==> src/hw/drc_map.svh <==
// Purpose: Address map, field positions and codes for the DMA host.
// Assumes: Channel registers sit in one block, one stride per channel.
// Notes:   Definitions only.
`ifndef DRC_MAP_SVH
`define DRC_MAP_SVH
`define DRC_CH_BASE      32'h0400_0020
`define DRC_CH_SHIFT     4
`define DRC_OFS_SRC      32'h0000_0000
`define DRC_OFS_DST      32'h0000_0004
`define DRC_OFS_CNT      32'h0000_0008
`define DRC_OFS_CTL      32'h0000_000C
`define DRC_OP_ADDR      32'h0400_0060
`define DRC_GAP_LO       32'h0400_0062
`define DRC_GAP_HI       32'h0400_006F
`define DRC_PERI_LO      32'h0400_0000
`define DRC_PERI_HI      32'h0400_01FF
`define DRC_OWN_LO       32'h0400_0020
`define DRC_OWN_HI       32'h0400_006F
`define DRC_CTL_EN       0
`define DRC_CTL_BURST    5
`define DRC_CTL_RELOAD   16
`define DRC_OP_START_VAL 32'h0000_0001
`define DRC_OP_STOP_VAL  32'h0000_0000
`define DRC_ZERO         32'h0000_0000
`define DRC_GRP_MASK     32'h0000_0003
`define DRC_GRP_SIZE     32'h0000_0004
`define DRC_CMD_START    2'h1
`define DRC_CMD_STBY     2'h2
`define DRC_CMD_POLL     2'h3
`define DRC_CHAN_TWO     2'h2
`define DRC_LAST_CHAN    2'h3
`define DRC_CHAN_STEP    2'h1
`define DRC_FIFO_DEPTH   8
`define DRC_WORD_W       32
`endif

==> src/hw/drc_pkg.sv <==
// Purpose: Types shared by the DMA host files.
// Assumes: Nothing beyond the address map header.
// Notes:   Holds types only; numbers live in the map header.
package drc_pkg;
   typedef enum logic [1:0] {
      DRC_SZ_BYTE,
      DRC_SZ_WORD,
      DRC_SZ_LONG
   } drc_size_t;

   typedef enum logic [3:0] {
      ST_IDLE,
      ST_CLR_EN,
      ST_ZERO_CNT,
      ST_WR_SRC,
      ST_WR_DST,
      ST_WR_CNT,
      ST_WR_OP,
      ST_WR_CTL,
      ST_STBY_OP,
      ST_STBY_RD,
      ST_POLL
   } drc_state_t;
endpackage : drc_pkg

==> src/hw/drc_fifo.sv <==
// Purpose: Small synchronous FIFO for status words read from the device.
// Assumes: One clock; writer honours in_ready, reader honours out_valid.
// Notes:   Extra pointer bit tells full from empty without a counter.
module drc_fifo #(
   parameter int WIDTH = 32,
   parameter int DEPTH = 8
) (
   input  wire logic             clk_sys,
   input  wire logic             rst,
   input  wire logic             in_valid,
   output logic                  in_ready,
   input  wire logic [WIDTH-1:0] in_data,
   output logic                  out_valid,
   input  wire logic             out_ready,
   output logic      [WIDTH-1:0] out_data
);
   localparam int AW = $clog2(DEPTH);

   logic [WIDTH-1:0] mem_ff [DEPTH];
   logic [AW:0]      wptr_ff;
   logic [AW:0]      rptr_ff;
   logic [AW:0]      nxt_wptr;
   logic [AW:0]      nxt_rptr;
   logic             full;
   logic             empty;
   logic             do_wr;

   always_comb begin
      empty    = (wptr_ff == rptr_ff);
      full     = (wptr_ff[AW] != rptr_ff[AW]) &&
                 (wptr_ff[AW-1:0] == rptr_ff[AW-1:0]);
      in_ready = !full;
      out_valid = !empty;
      out_data = mem_ff[rptr_ff[AW-1:0]];
      do_wr    = in_valid && !full;
      nxt_wptr = do_wr ? wptr_ff + 1'b1 : wptr_ff;
      nxt_rptr = (out_ready && !empty) ? rptr_ff + 1'b1 : rptr_ff;
   end

   always_ff @(posedge clk_sys or posedge rst) begin
      if (rst) begin
         wptr_ff <= '0;
         rptr_ff <= '0;
      end else begin
         wptr_ff <= nxt_wptr;
         rptr_ff <= nxt_rptr;
      end
   end

   // The array holds no reset so it maps onto plain storage.
   always_ff @(posedge clk_sys) begin
      if (do_wr) begin
         mem_ff[wptr_ff[AW-1:0]] <= in_data;
      end
   end
endmodule : drc_fifo

==> src/hw/drc_host.sv <==
// Purpose: Host that programs a four-channel DMA engine over its registers.
// Assumes: Device answers each access with a one-cycle reg_ack.
// Notes:   Bad jobs are refused with cmd_error and never reach the device.
`include "drc_map.svh"

// What this block does
// - Reload jobs always use burst mode.
// - Reload jobs use count multiple of four.
// - Operation register word-sized, others longword.
// - Clear channel enable before changing request source.
// - Standby: clear master enable, await completion.
// - Write operation then control register last.
// - Write zero to count before reuse.
// - Hold external request high while configuring.
// - Never touch the unused register gap.
// - Channels target only permitted peripherals.
// - Channel two reload burst uses count four.
module drc_host (
   input  wire logic                clk_sys,
   input  wire logic                rst,
   input  wire logic                cmd_valid,
   input  wire logic [1:0]          cmd_op,
   input  wire logic [1:0]          cmd_chan,
   input  wire logic [31:0]         cmd_src,
   input  wire logic [31:0]         cmd_dst,
   input  wire logic [31:0]         cmd_count,
   input  wire logic [31:0]         cmd_ctrl,
   output logic                     cmd_ready,
   output logic                     cmd_error,
   output logic                     standby_ok,
   output logic [31:0]              reg_addr,
   output logic [31:0]              reg_wdata,
   output drc_pkg::drc_size_t       reg_size,
   output logic                     reg_wr,
   output logic                     reg_rd,
   input  wire logic [31:0]         reg_rdata,
   input  wire logic                reg_ack,
   output logic                     cfg_req_hold,
   output logic                     stat_valid,
   input  wire logic                stat_ready,
   output logic [31:0]              stat_data
);
   drc_pkg::drc_state_t state_ff,   nxt_state;
   drc_pkg::drc_size_t  size_ff,    nxt_size;
   logic [31:0]         addr_ff,    nxt_addr;
   logic [31:0]         wdata_ff,   nxt_wdata;
   logic                wr_ff,      nxt_wr;
   logic                rd_ff,      nxt_rd;
   logic                pend_ff,    nxt_pend;
   logic                ready_ff,   nxt_ready;
   logic                err_ff,     nxt_err;
   logic                stby_ff,    nxt_stby;
   logic                hold_ff,    nxt_hold;
   logic [1:0]          chan_ff,    nxt_chan;
   logic [31:0]         src_ff,     nxt_src;
   logic [31:0]         dst_ff,     nxt_dst;
   logic [31:0]         cnt_ff,     nxt_cnt;
   logic [31:0]         ctl_ff,     nxt_ctl;
   logic [31:0]         acc_addr;
   logic [31:0]         acc_data;
   logic                acc_wr;
   logic                acc_go;
   drc_pkg::drc_state_t acc_next;
   logic                push;
   logic                fifo_in_ready;
   logic                job_ok;
   logic                reload;

   function automatic logic [31:0] chan_addr(input logic [1:0] ch,
                                             input logic [31:0] ofs);
      chan_addr = `DRC_CH_BASE + ({30'h0000_0000, ch} << `DRC_CH_SHIFT) +
                  ofs;
   endfunction : chan_addr

   function automatic logic in_gap(input logic [31:0] a);
      in_gap = (a >= `DRC_GAP_LO) && (a <= `DRC_GAP_HI);
   endfunction : in_gap

   // External memory, or the peripheral window outside the engine itself.
   function automatic logic tgt_ok(input logic [31:0] a);
      tgt_ok = (a < `DRC_PERI_LO) ||
               ((a <= `DRC_PERI_HI) && !((a >= `DRC_OWN_LO) &&
                                          (a <= `DRC_OWN_HI)));
   endfunction : tgt_ok

   drc_fifo #(
      .WIDTH (`DRC_WORD_W),
      .DEPTH (`DRC_FIFO_DEPTH)
   ) u_stat_fifo (
      .clk_sys   (clk_sys),
      .rst       (rst),
      .in_valid  (push),
      .in_ready  (fifo_in_ready),
      .in_data   (reg_rdata),
      .out_valid (stat_valid),
      .out_ready (stat_ready),
      .out_data  (stat_data)
   );

   always_comb begin
      reload = cmd_ctrl[`DRC_CTL_RELOAD];
      job_ok = tgt_ok(cmd_src) && tgt_ok(cmd_dst) &&
               (!reload || (((cmd_count & `DRC_GRP_MASK) == `DRC_ZERO) &&
                            (cmd_count != `DRC_ZERO))) &&
               (!(reload && (cmd_chan == `DRC_CHAN_TWO)) ||
                (cmd_count == `DRC_GRP_SIZE));
   end

   // Per-state access description; the handshake below is shared.
   always_comb begin
      acc_addr = `DRC_OP_ADDR;
      acc_data = `DRC_ZERO;
      acc_wr   = 1'b1;
      acc_go   = 1'b1;
      acc_next = drc_pkg::ST_IDLE;
      case (state_ff)
         drc_pkg::ST_CLR_EN: begin
            acc_addr = chan_addr(chan_ff, `DRC_OFS_CTL);
            acc_data = ctl_ff & ~(32'h0000_0001 << `DRC_CTL_EN);
            acc_next = drc_pkg::ST_ZERO_CNT;
         end
         drc_pkg::ST_ZERO_CNT: begin
            acc_addr = chan_addr(chan_ff, `DRC_OFS_CNT);
            acc_data = `DRC_ZERO;
            acc_next = drc_pkg::ST_WR_SRC;
         end
         drc_pkg::ST_WR_SRC: begin
            acc_addr = chan_addr(chan_ff, `DRC_OFS_SRC);
            acc_data = src_ff;
            acc_next = drc_pkg::ST_WR_DST;
         end
         drc_pkg::ST_WR_DST: begin
            acc_addr = chan_addr(chan_ff, `DRC_OFS_DST);
            acc_data = dst_ff;
            acc_next = drc_pkg::ST_WR_CNT;
         end
         drc_pkg::ST_WR_CNT: begin
            acc_addr = chan_addr(chan_ff, `DRC_OFS_CNT);
            acc_data = cnt_ff;
            acc_next = drc_pkg::ST_WR_OP;
         end
         drc_pkg::ST_WR_OP: begin
            acc_data = `DRC_OP_START_VAL;
            acc_next = drc_pkg::ST_WR_CTL;
         end
         drc_pkg::ST_WR_CTL: begin
            acc_addr = chan_addr(chan_ff, `DRC_OFS_CTL);
            acc_data = ctl_ff;
         end
         drc_pkg::ST_STBY_OP: begin
            acc_data = `DRC_OP_STOP_VAL;
            acc_next = drc_pkg::ST_STBY_RD;
         end
         drc_pkg::ST_STBY_RD: begin
            acc_addr = chan_addr(chan_ff, `DRC_OFS_CNT);
            acc_wr   = 1'b0;
         end
         drc_pkg::ST_POLL: begin
            acc_wr = 1'b0;
            // Holding off the read while full keeps every status word.
            acc_go = fifo_in_ready;
         end
         default: begin
            acc_go = 1'b0;
         end
      endcase
   end

   always_comb begin
      nxt_state = state_ff;
      nxt_size  = size_ff;
      nxt_addr  = addr_ff;
      nxt_wdata = wdata_ff;
      nxt_wr    = wr_ff;
      nxt_rd    = rd_ff;
      nxt_pend  = pend_ff;
      nxt_ready = ready_ff;
      nxt_err   = 1'b0;
      nxt_stby  = stby_ff;
      nxt_hold  = hold_ff;
      nxt_chan  = chan_ff;
      nxt_src   = src_ff;
      nxt_dst   = dst_ff;
      nxt_cnt   = cnt_ff;
      nxt_ctl   = ctl_ff;
      push      = 1'b0;
      if (state_ff == drc_pkg::ST_IDLE) begin
         if (cmd_valid && ready_ff) begin
            nxt_chan = cmd_chan;
            nxt_src  = cmd_src;
            nxt_dst  = cmd_dst;
            nxt_cnt  = cmd_count;
            nxt_ctl  = cmd_ctrl;
            if (reload) begin
               nxt_ctl[`DRC_CTL_BURST] = 1'b1;
            end
            nxt_ready = 1'b0;
            case (cmd_op)
               `DRC_CMD_START: begin
                  if (job_ok) begin
                     nxt_state = drc_pkg::ST_CLR_EN;
                     nxt_stby  = 1'b0;
                     nxt_hold  = 1'b1;
                  end else begin
                     nxt_err   = 1'b1;
                     nxt_ready = 1'b1;
                  end
               end
               `DRC_CMD_STBY: begin
                  nxt_state = drc_pkg::ST_STBY_OP;
                  nxt_chan  = 2'h0;
               end
               `DRC_CMD_POLL: begin
                  nxt_state = drc_pkg::ST_POLL;
               end
               default: begin
                  nxt_err   = 1'b1;
                  nxt_ready = 1'b1;
               end
            endcase
         end
      end else if (!pend_ff) begin
         if (acc_go) begin
            nxt_pend  = 1'b1;
            nxt_addr  = acc_addr;
            nxt_wdata = acc_data;
            nxt_wr    = acc_wr;
            nxt_rd    = !acc_wr;
            nxt_size  = (acc_addr == `DRC_OP_ADDR) ?
                        drc_pkg::DRC_SZ_WORD : drc_pkg::DRC_SZ_LONG;
         end
      end else if (reg_ack) begin
         nxt_pend  = 1'b0;
         nxt_wr    = 1'b0;
         nxt_rd    = 1'b0;
         nxt_state = acc_next;
         case (state_ff)
            drc_pkg::ST_WR_CTL: begin
               nxt_ready = 1'b1;
               nxt_hold  = 1'b0;
            end
            drc_pkg::ST_POLL: begin
               push      = 1'b1;
               nxt_ready = 1'b1;
            end
            drc_pkg::ST_STBY_RD: begin
               // Re-read the same channel until its count drains.
               nxt_state = drc_pkg::ST_STBY_RD;
               if (reg_rdata == `DRC_ZERO) begin
                  if (chan_ff == `DRC_LAST_CHAN) begin
                     nxt_state = drc_pkg::ST_IDLE;
                     nxt_stby  = 1'b1;
                     nxt_ready = 1'b1;
                  end else begin
                     nxt_chan = chan_ff + `DRC_CHAN_STEP;
                  end
               end
            end
            default: begin
               nxt_ready = nxt_ready;
            end
         endcase
      end
   end

   always_ff @(posedge clk_sys or posedge rst) begin
      if (rst) begin
         state_ff <= drc_pkg::ST_IDLE;
         size_ff  <= drc_pkg::DRC_SZ_LONG;
         addr_ff  <= 32'h0000_0000;
         wdata_ff <= 32'h0000_0000;
         wr_ff    <= 1'b0;
         rd_ff    <= 1'b0;
         pend_ff  <= 1'b0;
         ready_ff <= 1'b1;
         err_ff   <= 1'b0;
         stby_ff  <= 1'b0;
         hold_ff  <= 1'b0;
         chan_ff  <= 2'h0;
         src_ff   <= 32'h0000_0000;
         dst_ff   <= 32'h0000_0000;
         cnt_ff   <= 32'h0000_0000;
         ctl_ff   <= 32'h0000_0000;
      end else begin
         state_ff <= nxt_state;
         size_ff  <= nxt_size;
         addr_ff  <= nxt_addr;
         wdata_ff <= nxt_wdata;
         wr_ff    <= nxt_wr;
         rd_ff    <= nxt_rd;
         pend_ff  <= nxt_pend;
         ready_ff <= nxt_ready;
         err_ff   <= nxt_err;
         stby_ff  <= nxt_stby;
         hold_ff  <= nxt_hold;
         chan_ff  <= nxt_chan;
         src_ff   <= nxt_src;
         dst_ff   <= nxt_dst;
         cnt_ff   <= nxt_cnt;
         ctl_ff   <= nxt_ctl;
      end
   end

   assign cmd_ready    = ready_ff;
   assign cmd_error    = err_ff;
   assign standby_ok   = stby_ff;
   assign reg_addr     = addr_ff;
   assign reg_wdata    = wdata_ff;
   assign reg_size     = size_ff;
   assign reg_wr       = wr_ff;
   assign reg_rd       = rd_ff;
   assign cfg_req_hold = hold_ff;
endmodule : drc_host

==> config.mk <==
export PLATFORM = sky130hd
export DESIGN_NAME = drc_host
export DESIGN_NICKNAME = d
export VERILOG_FILES = /design/src/hw/drc_pkg.sv /design/src/hw/drc_fifo.sv /design/src/hw/drc_host.sv
export VERILOG_INCLUDE_DIRS = /design/src /design/src/hw
export SDC_FILE = /design/constraint.sdc
export NUM_CORES = 1
export LEC_CHECK = 0
export BUFFER_PORTS_ARGS = -buffer_cell sky130_fd_sc_hd__buf_4
export CELL_PAD_IN_SITES_DETAIL_PLACEMENT = 0
export CELL_PAD_IN_SITES_GLOBAL_PLACEMENT = 1
export CORE_ASPECT_RATIO = 0.7
export CORE_MARGIN = 5
export CORE_UTILIZATION = 40
export DETAILED_ROUTE_END_ITERATION = 16
export PLACE_DENSITY_LB_ADDON = 0.25
export SLEW_MARGIN = 40
export SYNTH_ARGS = -nofsm -noshare
export SYNTH_HDL_FRONTEND = slang
export SYNTH_SLANG_ARGS = --single-unit
==> constraint.sdc <==
create_clock -name clk_sys -period 9.4 [get_ports clk_sys]
set_input_delay 1.88 -clock clk_sys [delete_from_list [all_inputs] [get_ports clk_sys]]
set_output_delay 1.88 -clock clk_sys [all_outputs]
set_load 0.005 [all_outputs]
==> impl_metrics.json, run 1 <==
{
  "finClkSkew_ns": 0.0162,
  "sw_frac_of_total_pct": 29.9,
  "ys_warn_count": 0,
  "crit_path_max_fanout": 36,
  "min_to": "reg_size[1]",
  "crit_type": "reg2out",
  "pwr_density_cell_nw_per_um2": 277,
  "drive_gt1_share_pct": 44.7,
  "antenna_cells": 0,
  "synth_top_cell_area_share_pct": 41.7,
  "num_rows": 65,
  "first_pass_iters": 8,
  "cpMostUsedCell": "buf_4",
  "htree_levels": 2,
  "drt_iter0_markers": 838,
  "ios": 274,
  "slowest_delay_ns": 0.86,
  "area_delta_synth_final_pct": 20.5,
  "ys_types": 61,
  "clkPwrFrac_pct": 27.7,
  "netlist_top_cells_area": "edfxtp_1 42%, dfrtp_1 25%, mux2_2 9.8%",
  "fill_cells": 3865,
  "grt_max_degree": 109,
  "grt_use_total_pct": 18.3,
  "ant_nets": 0,
  "synth_cells": 1090,
  "routedWlPerCell_um": 23.8,
  "leakage_nw": 8.82,
  "power_switching_w": 0.00184,
  "rrSetupSlack_ns": 5.94,
  "cp_slowest_cell": "dfrtp_4",
  "vdd_ir_drop_max_uv": 176,
  "start_util_pct": 40.7,
  "p_int_w": 0.00431,
  "cts_tree": "yes",
  "tightest_slew_ns": 0.843,
  "endpoint_kind": "output port",
  "gr-total-overflow": 0,
  "synth_edf_count": 256,
  "cts_hold_buf": 0,
  "ff_latch_area_um2": 12400,
  "start_kind": "register",
  "crit_arrival_ns": 3.13,
  "postSynth.asyncResetShare_pct": 42.5,
  "p_seq_share_pct": 44.1,
  "clock-sinks": 445,
  "place_hpwl_um": 30700,
  "run_status": "complete, no violations",
  "via_per_inst": 5.35,
  "placed_area_um2": 20800,
  "rsz0062_at_grt": "no",
  "clock.fmax_mhz": 200,
  "clock_latency_ns": 0.55,
  "nets": 1508,
  "syn_area_um2": 18400,
  "comb_power_share_pct": 28.3,
  "die_w_um": 266,
  "synth-main-ff-cell": "edfxtp_1",
  "ys_seq_elements": 445,
  "globalplace.congestion": 0.811,
  "drv_slew": 0,
  "synth_top_cell_by_area": "edfxtp_1",
  "dieArea_um2": 50500,
  "timing.final.crit_share_pct": 53.3,
  "vias": 10549,
  "utilization_pct": 49.0,
  "timing.rr.end": "state_ff[0]",
  "min_path_cells": 2,
  "min_period_ns": 5.01,
  "setup_ws_ns": 4.39,
  "clkSlewWorstSetupHoldPaths_ns": 0.06,
  "rr_worst_depth": 7,
  "drc": 0,
  "numCtsBuffers": 45,
  "hp-class": "reg2reg",
  "coreArea_um2": 45300,
  "synth_common_cells": "256 x edfxtp_1, 187 x dfrtp_1, 160 x mux2_2",
  "tns_ns": 0,
  "post_synth.cell_area_avg_um2": 16.9,
  "r2r-start": "state_ff[3]",
  "cts-root-buf": "clkbuf_16",
  "clockBufferDepth": 3,
  "antenna_found_initial": 2,
  "crit_family": "multiplexers",
  "final_area_um2": 22200,
  "io_buffers": 247,
  "yosysMostFrequentCell": "edfxtp_1",
  "maxCapViolCount": 0,
  "crit_required_ns": 7.52,
  "grt_pass1_vias": 10978,
  "worst-path-buf-inv": 2,
  "ys_seq_area_share_pct": 67.4,
  "place_ws_ns": 4.83,
  "wirelength_um": 47000,
  "cts_resized": 0,
  "finalSetupViolCount": 0,
  "multi_input_area_um2": 5560,
  "hold_viol": 0,
  "crit_chain": "buf_4 -> mux4_2 -> mux2_2 -> buf_4",
  "die_h_um": 190,
  "min_from": "reg_size[1]",
  "cts_setup_buffers": 0,
  "slew_headroom_pct": 43.2,
  "grt_pass1_wl_um": 70700
}
## final cells by class
type                            instances  share of cell area [%]
Clock inverter                         18                   0.631
Sequential cell                       445                    56.0
Timing Repair Buffer                  265                    9.08
Clock buffer                           62                    5.64
Multi-Input combinational cell        570                    25.0
Inverter                                9                   0.209
Tap cell                              603                    3.40
## cell usage in the layout (no fill, tap or decap), drive strengths merged, types with 2 or more instances in the layout
cell    instances
nor3           14
o22a            2
clkinv         16
clkbuf         63
a222oi         32
and2            2
nand3           6
edfxtp        256
nand2b          7
and3            5
nor4           25
or4             2
xor2            6
nand4           8
o41ai           2
inv             9
mux2          162
dfrtp         187
ha              3
conb           26
a21o           31
o21ai          15
buf           264
nor2           27
a31oi           4
nand2          56
nor2b           3
or3             4
a21oi          43
xnor2           5
dfstp           2
mux4           64
## power by group through the flow
stage	combinational, W	clock, W	sequential (W)
2_1_floorplan	0.00131	0	0.00256
3_3_place_gp	0.00174	0	0.00274
3_5_place_dp	0.00177	0	0.00275
4_1_cts	0.00178	0.00176	0.00272
5_1_grt	0.00190	0.00185	0.00277
6_report	0.00174	0.00170	0.00271
## tightest hold or removal path, stage by stage (launching register included)
cell and delay, ns:
dfstp_2 0.37, nand2_1 0.05, o21ai_1 0.05
## worst max path at each step
stage               cells after the start                    from             to  slack (ns)
floorplan                               1                     rst   cfg_req_hold        2.38
global placement                        4  u_stat_fifo.rptr_ff[0]  stat_data[13]        4.86
detailed placement                      4  u_stat_fifo.rptr_ff[0]  stat_data[13]        4.83
CTS                                     4  u_stat_fifo.rptr_ff[0]  stat_data[13]        4.21
global route                            4  u_stat_fifo.rptr_ff[0]  stat_data[13]        4.11
finish                                  4  u_stat_fifo.rptr_ff[0]  stat_data[13]        4.39
## sequential cells by signal, summed over array words and instances (netlist names)
signal,count
u_stat_fifo.mem_ff,256
cnt_ff,32
ctl_ff,32
dst_ff,32
reg_wdata,32
src_ff,32
reg_addr,6
state_ff,4
u_stat_fifo.rptr_ff,4
u_stat_fifo.wptr_ff,4
chan_ff,2
reg_size,2
cfg_req_hold,1
cmd_error,1
cmd_ready,1
pend_ff,1
reg_rd,1
reg_wr,1
standby_ok,1
## metrics by stage
step | instances | hold slack, ns | total power (W)
2_1_floorplan | 1115 | 0.455 | 0.00387
3_3_place_gp | 1891 | 0.454 | 0.00449
3_5_place_dp | 1892 | 0.456 | 0.00452
4_1_cts | 1972 | 0.475 | 0.00625
5_1_grt | 1972 | 0.494 | 0.00651
6_report | 1972 | 0.470 | 0.00615
## layer usage
metal | vias up | routed length, µm | global-route usage [%] | part of all wire (%)
met5 | - | 16 | 0 | 0.034
met4 | 4 | 804 | 3.66 | 1.7
met3 | 65 | 2590 | 3.22 | 5.5
met2 | 260 | 21200 | 27.7 | 45
met1 | 5509 | 22300 | 28.1 | 48
li1 | 4711 | - | - | -
## kinds of logic after synthesis
logic type | count (synthesis) | share of synthesized area, %
flip-flops | 445 | 67.4
multiplexers | 226 | 17.7
AND/OR/NAND/NOR | 161 | 4.46
AO/OA/AOI/OAI | 143 | 6.24
buffers and inverters | 100 | 3.38
XOR/XNOR | 11 | 0.523
adder cells (fa/ha/maj) | 3 | 0.204
other | 1 | 0.0204
Power figures use the tool's default switching activity.
==> inputs of run 2 (changes only) <==
==> constraint.sdc (replaced) <==
create_clock -name clk_sys -period 4.66 [get_ports clk_sys]
set_input_delay 0.932 -clock clk_sys [delete_from_list [all_inputs] [get_ports clk_sys]]
set_output_delay 0.932 -clock clk_sys [all_outputs]
set_load 0.005 [all_outputs]
==> impl_metrics.json, run 2 (synthesis results as in run 1) <==
{
  "htree_levels": 2,
  "busiest_layer": "met1",
  "start_util_pct": 40.7,
  "final_common_cell": "buf_4",
  "setup_ws_ns": 0.939,
  "finClkSkew_ns": 0.0172,
  "drive_gt1_share_pct": 45.1,
  "rsz0062_at_grt": "no",
  "grt_max_degree": 109,
  "met1_usage_pct": 28.3,
  "die_w_um": 266,
  "slew_headroom_pct": 40.1,
  "wirelength_um": 47500,
  "leakage_nw": 8.85,
  "vias": 10622,
  "cts-root-buf": "clkbuf_16",
  "area_delta_synth_final_pct": 20.9,
  "hold_viol": 0,
  "final_area_um2": 22300,
  "vdd_ir_drop_max_uv": 313,
  "clock-sinks": 445,
  "via_per_inst": 5.38,
  "clkSlewWorstSetupHoldPaths_ns": 0.06,
  "cts_setup_buffers": 0,
  "crit_type": "reg2out",
  "grt_pass1_vias": 11159,
  "drt_iter0_markers": 846,
  "drc": 0,
  "ios": 274,
  "place_hpwl_um": 31000,
  "rrSetupSlack_ns": 1.36,
  "maxCapViolCount": 0,
  "die_h_um": 190,
  "timing.final.crit_share_pct": 79.8,
  "tightest_slew_ns": 0.898,
  "grt_use_total_pct": 18.4,
  "largest_reg_flops": 256,
  "io_buffers": 247,
  "min_period_ns": 3.72,
  "place_ws_ns": 1.31,
  "hp-class": "reg2reg",
  "use_met2_pct": 27.7,
  "drv_slew": 0,
  "final_cell_mix": "263 x buf_4, 256 x edfxtp_1, 184 x dfrtp_1",
  "nets": 1512,
  "routedWlPerCell_um": 24.0,
  "numCtsBuffers": 45,
  "dieArea_um2": 50500,
  "endpoint_kind": "output port",
  "clock_latency_ns": 0.56,
  "coreArea_um2": 45300,
  "cts_tree": "yes",
  "use_met3_pct": 3.04,
  "run_status": "complete, no violations",
  "ant_nets": 0,
  "first_pass_iters": 7,
  "gr-total-overflow": 0,
  "cts_hold_buf": 0,
  "clockBufferDepth": 3,
  "clock.fmax_mhz": 269,
  "num_rows": 65,
  "globalplace.congestion": 0.814,
  "placed_area_um2": 20900,
  "antenna_found_initial": 3,
  "pwr_density_cell_nw_per_um2": 563,
  "crit_path_max_fanout": 44,
  "crit_required_ns": 3.73,
  "crit_arrival_ns": 2.79,
  "grt_pass1_wl_um": 71300,
  "finalSetupViolCount": 0,
  "tns_ns": 0,
  "start_kind": "register",
  "cts_resized": 0
}
==> run 2: cell count changes in the layout (fill, tap and decap cells not counted), moves of 2 or more <==
cell	change
buf_4	+2
clkinvlp_4	+3
buf_12	+5
clkbuf_1	-3
buf_6	-2
diode_2	+2
==> run 2: per-stage QoR <==
stage	util (%)	total power [W]	instances	hold WS, ns
after floorplan	-	0.00780	1115	0.455
after global placement	46.0	0.00917	1896	0.454
after detailed placement	46.1	0.00925	1896	0.459
after CTS	49.1	0.0127	1974	0.468
after global routing	49.1	0.0132	1976	0.494
final	49.1	0.0125	1976	0.461
==> run 2: cell type report <==
| class | count | area [µm²] |
|---|---|---|
| fill | 3842 | 23000 |
| sequential | 445 | 12400 |
| multi-input combinational | 570 | 5560 |
| timing repair buffer | 269 | 2090 |
| clock buffer | 59 | 1240 |
| tap | 603 | 754 |
| clock inverter | 19 | 148 |
| inverter | 9 | 37.5 |
| antenna | 2 | 5.00 |
==> run 2: critical path, stage by stage (launching register included) <==
cell and delay [ns]:
dfrtp_4 0.77, buf_12 0.40, mux4_2 0.57, mux2_2 0.30, buf_4 0.14
==> run 2: layer usage <==
metal  up-vias  share of wire, %
li1       4731                 -
met4         2               1.9
met2       286                45
met5         -             0.042
met3        67               5.3
met1      5536                47
==> run 2: worst paths after layout <==
kind | start | end | cells past startpoint
setup / recovery | u_stat_fifo.rptr_ff[0] | stat_data[25] | 4
hold / removal | reg_size[1] | reg_size[1] | 2
setup reg to reg | state_ff[3] | u_stat_fifo.mem_ff[4][26] | 6
hold reg to reg | reg_size[1] | reg_size[1] | 2
max in group asynchronous | rst | ctl_ff[10] | 3
min in group asynchronous | rst | reg_addr[26] | 2
==> run 2: where the power goes <==
| part | switching [W] | internal (W) |
|---|---|---|
| Clock | 0.00150 | 0.00193 |
| Combinational | 0.00172 | 0.00198 |
| Sequential | 0.000569 | 0.00483 |
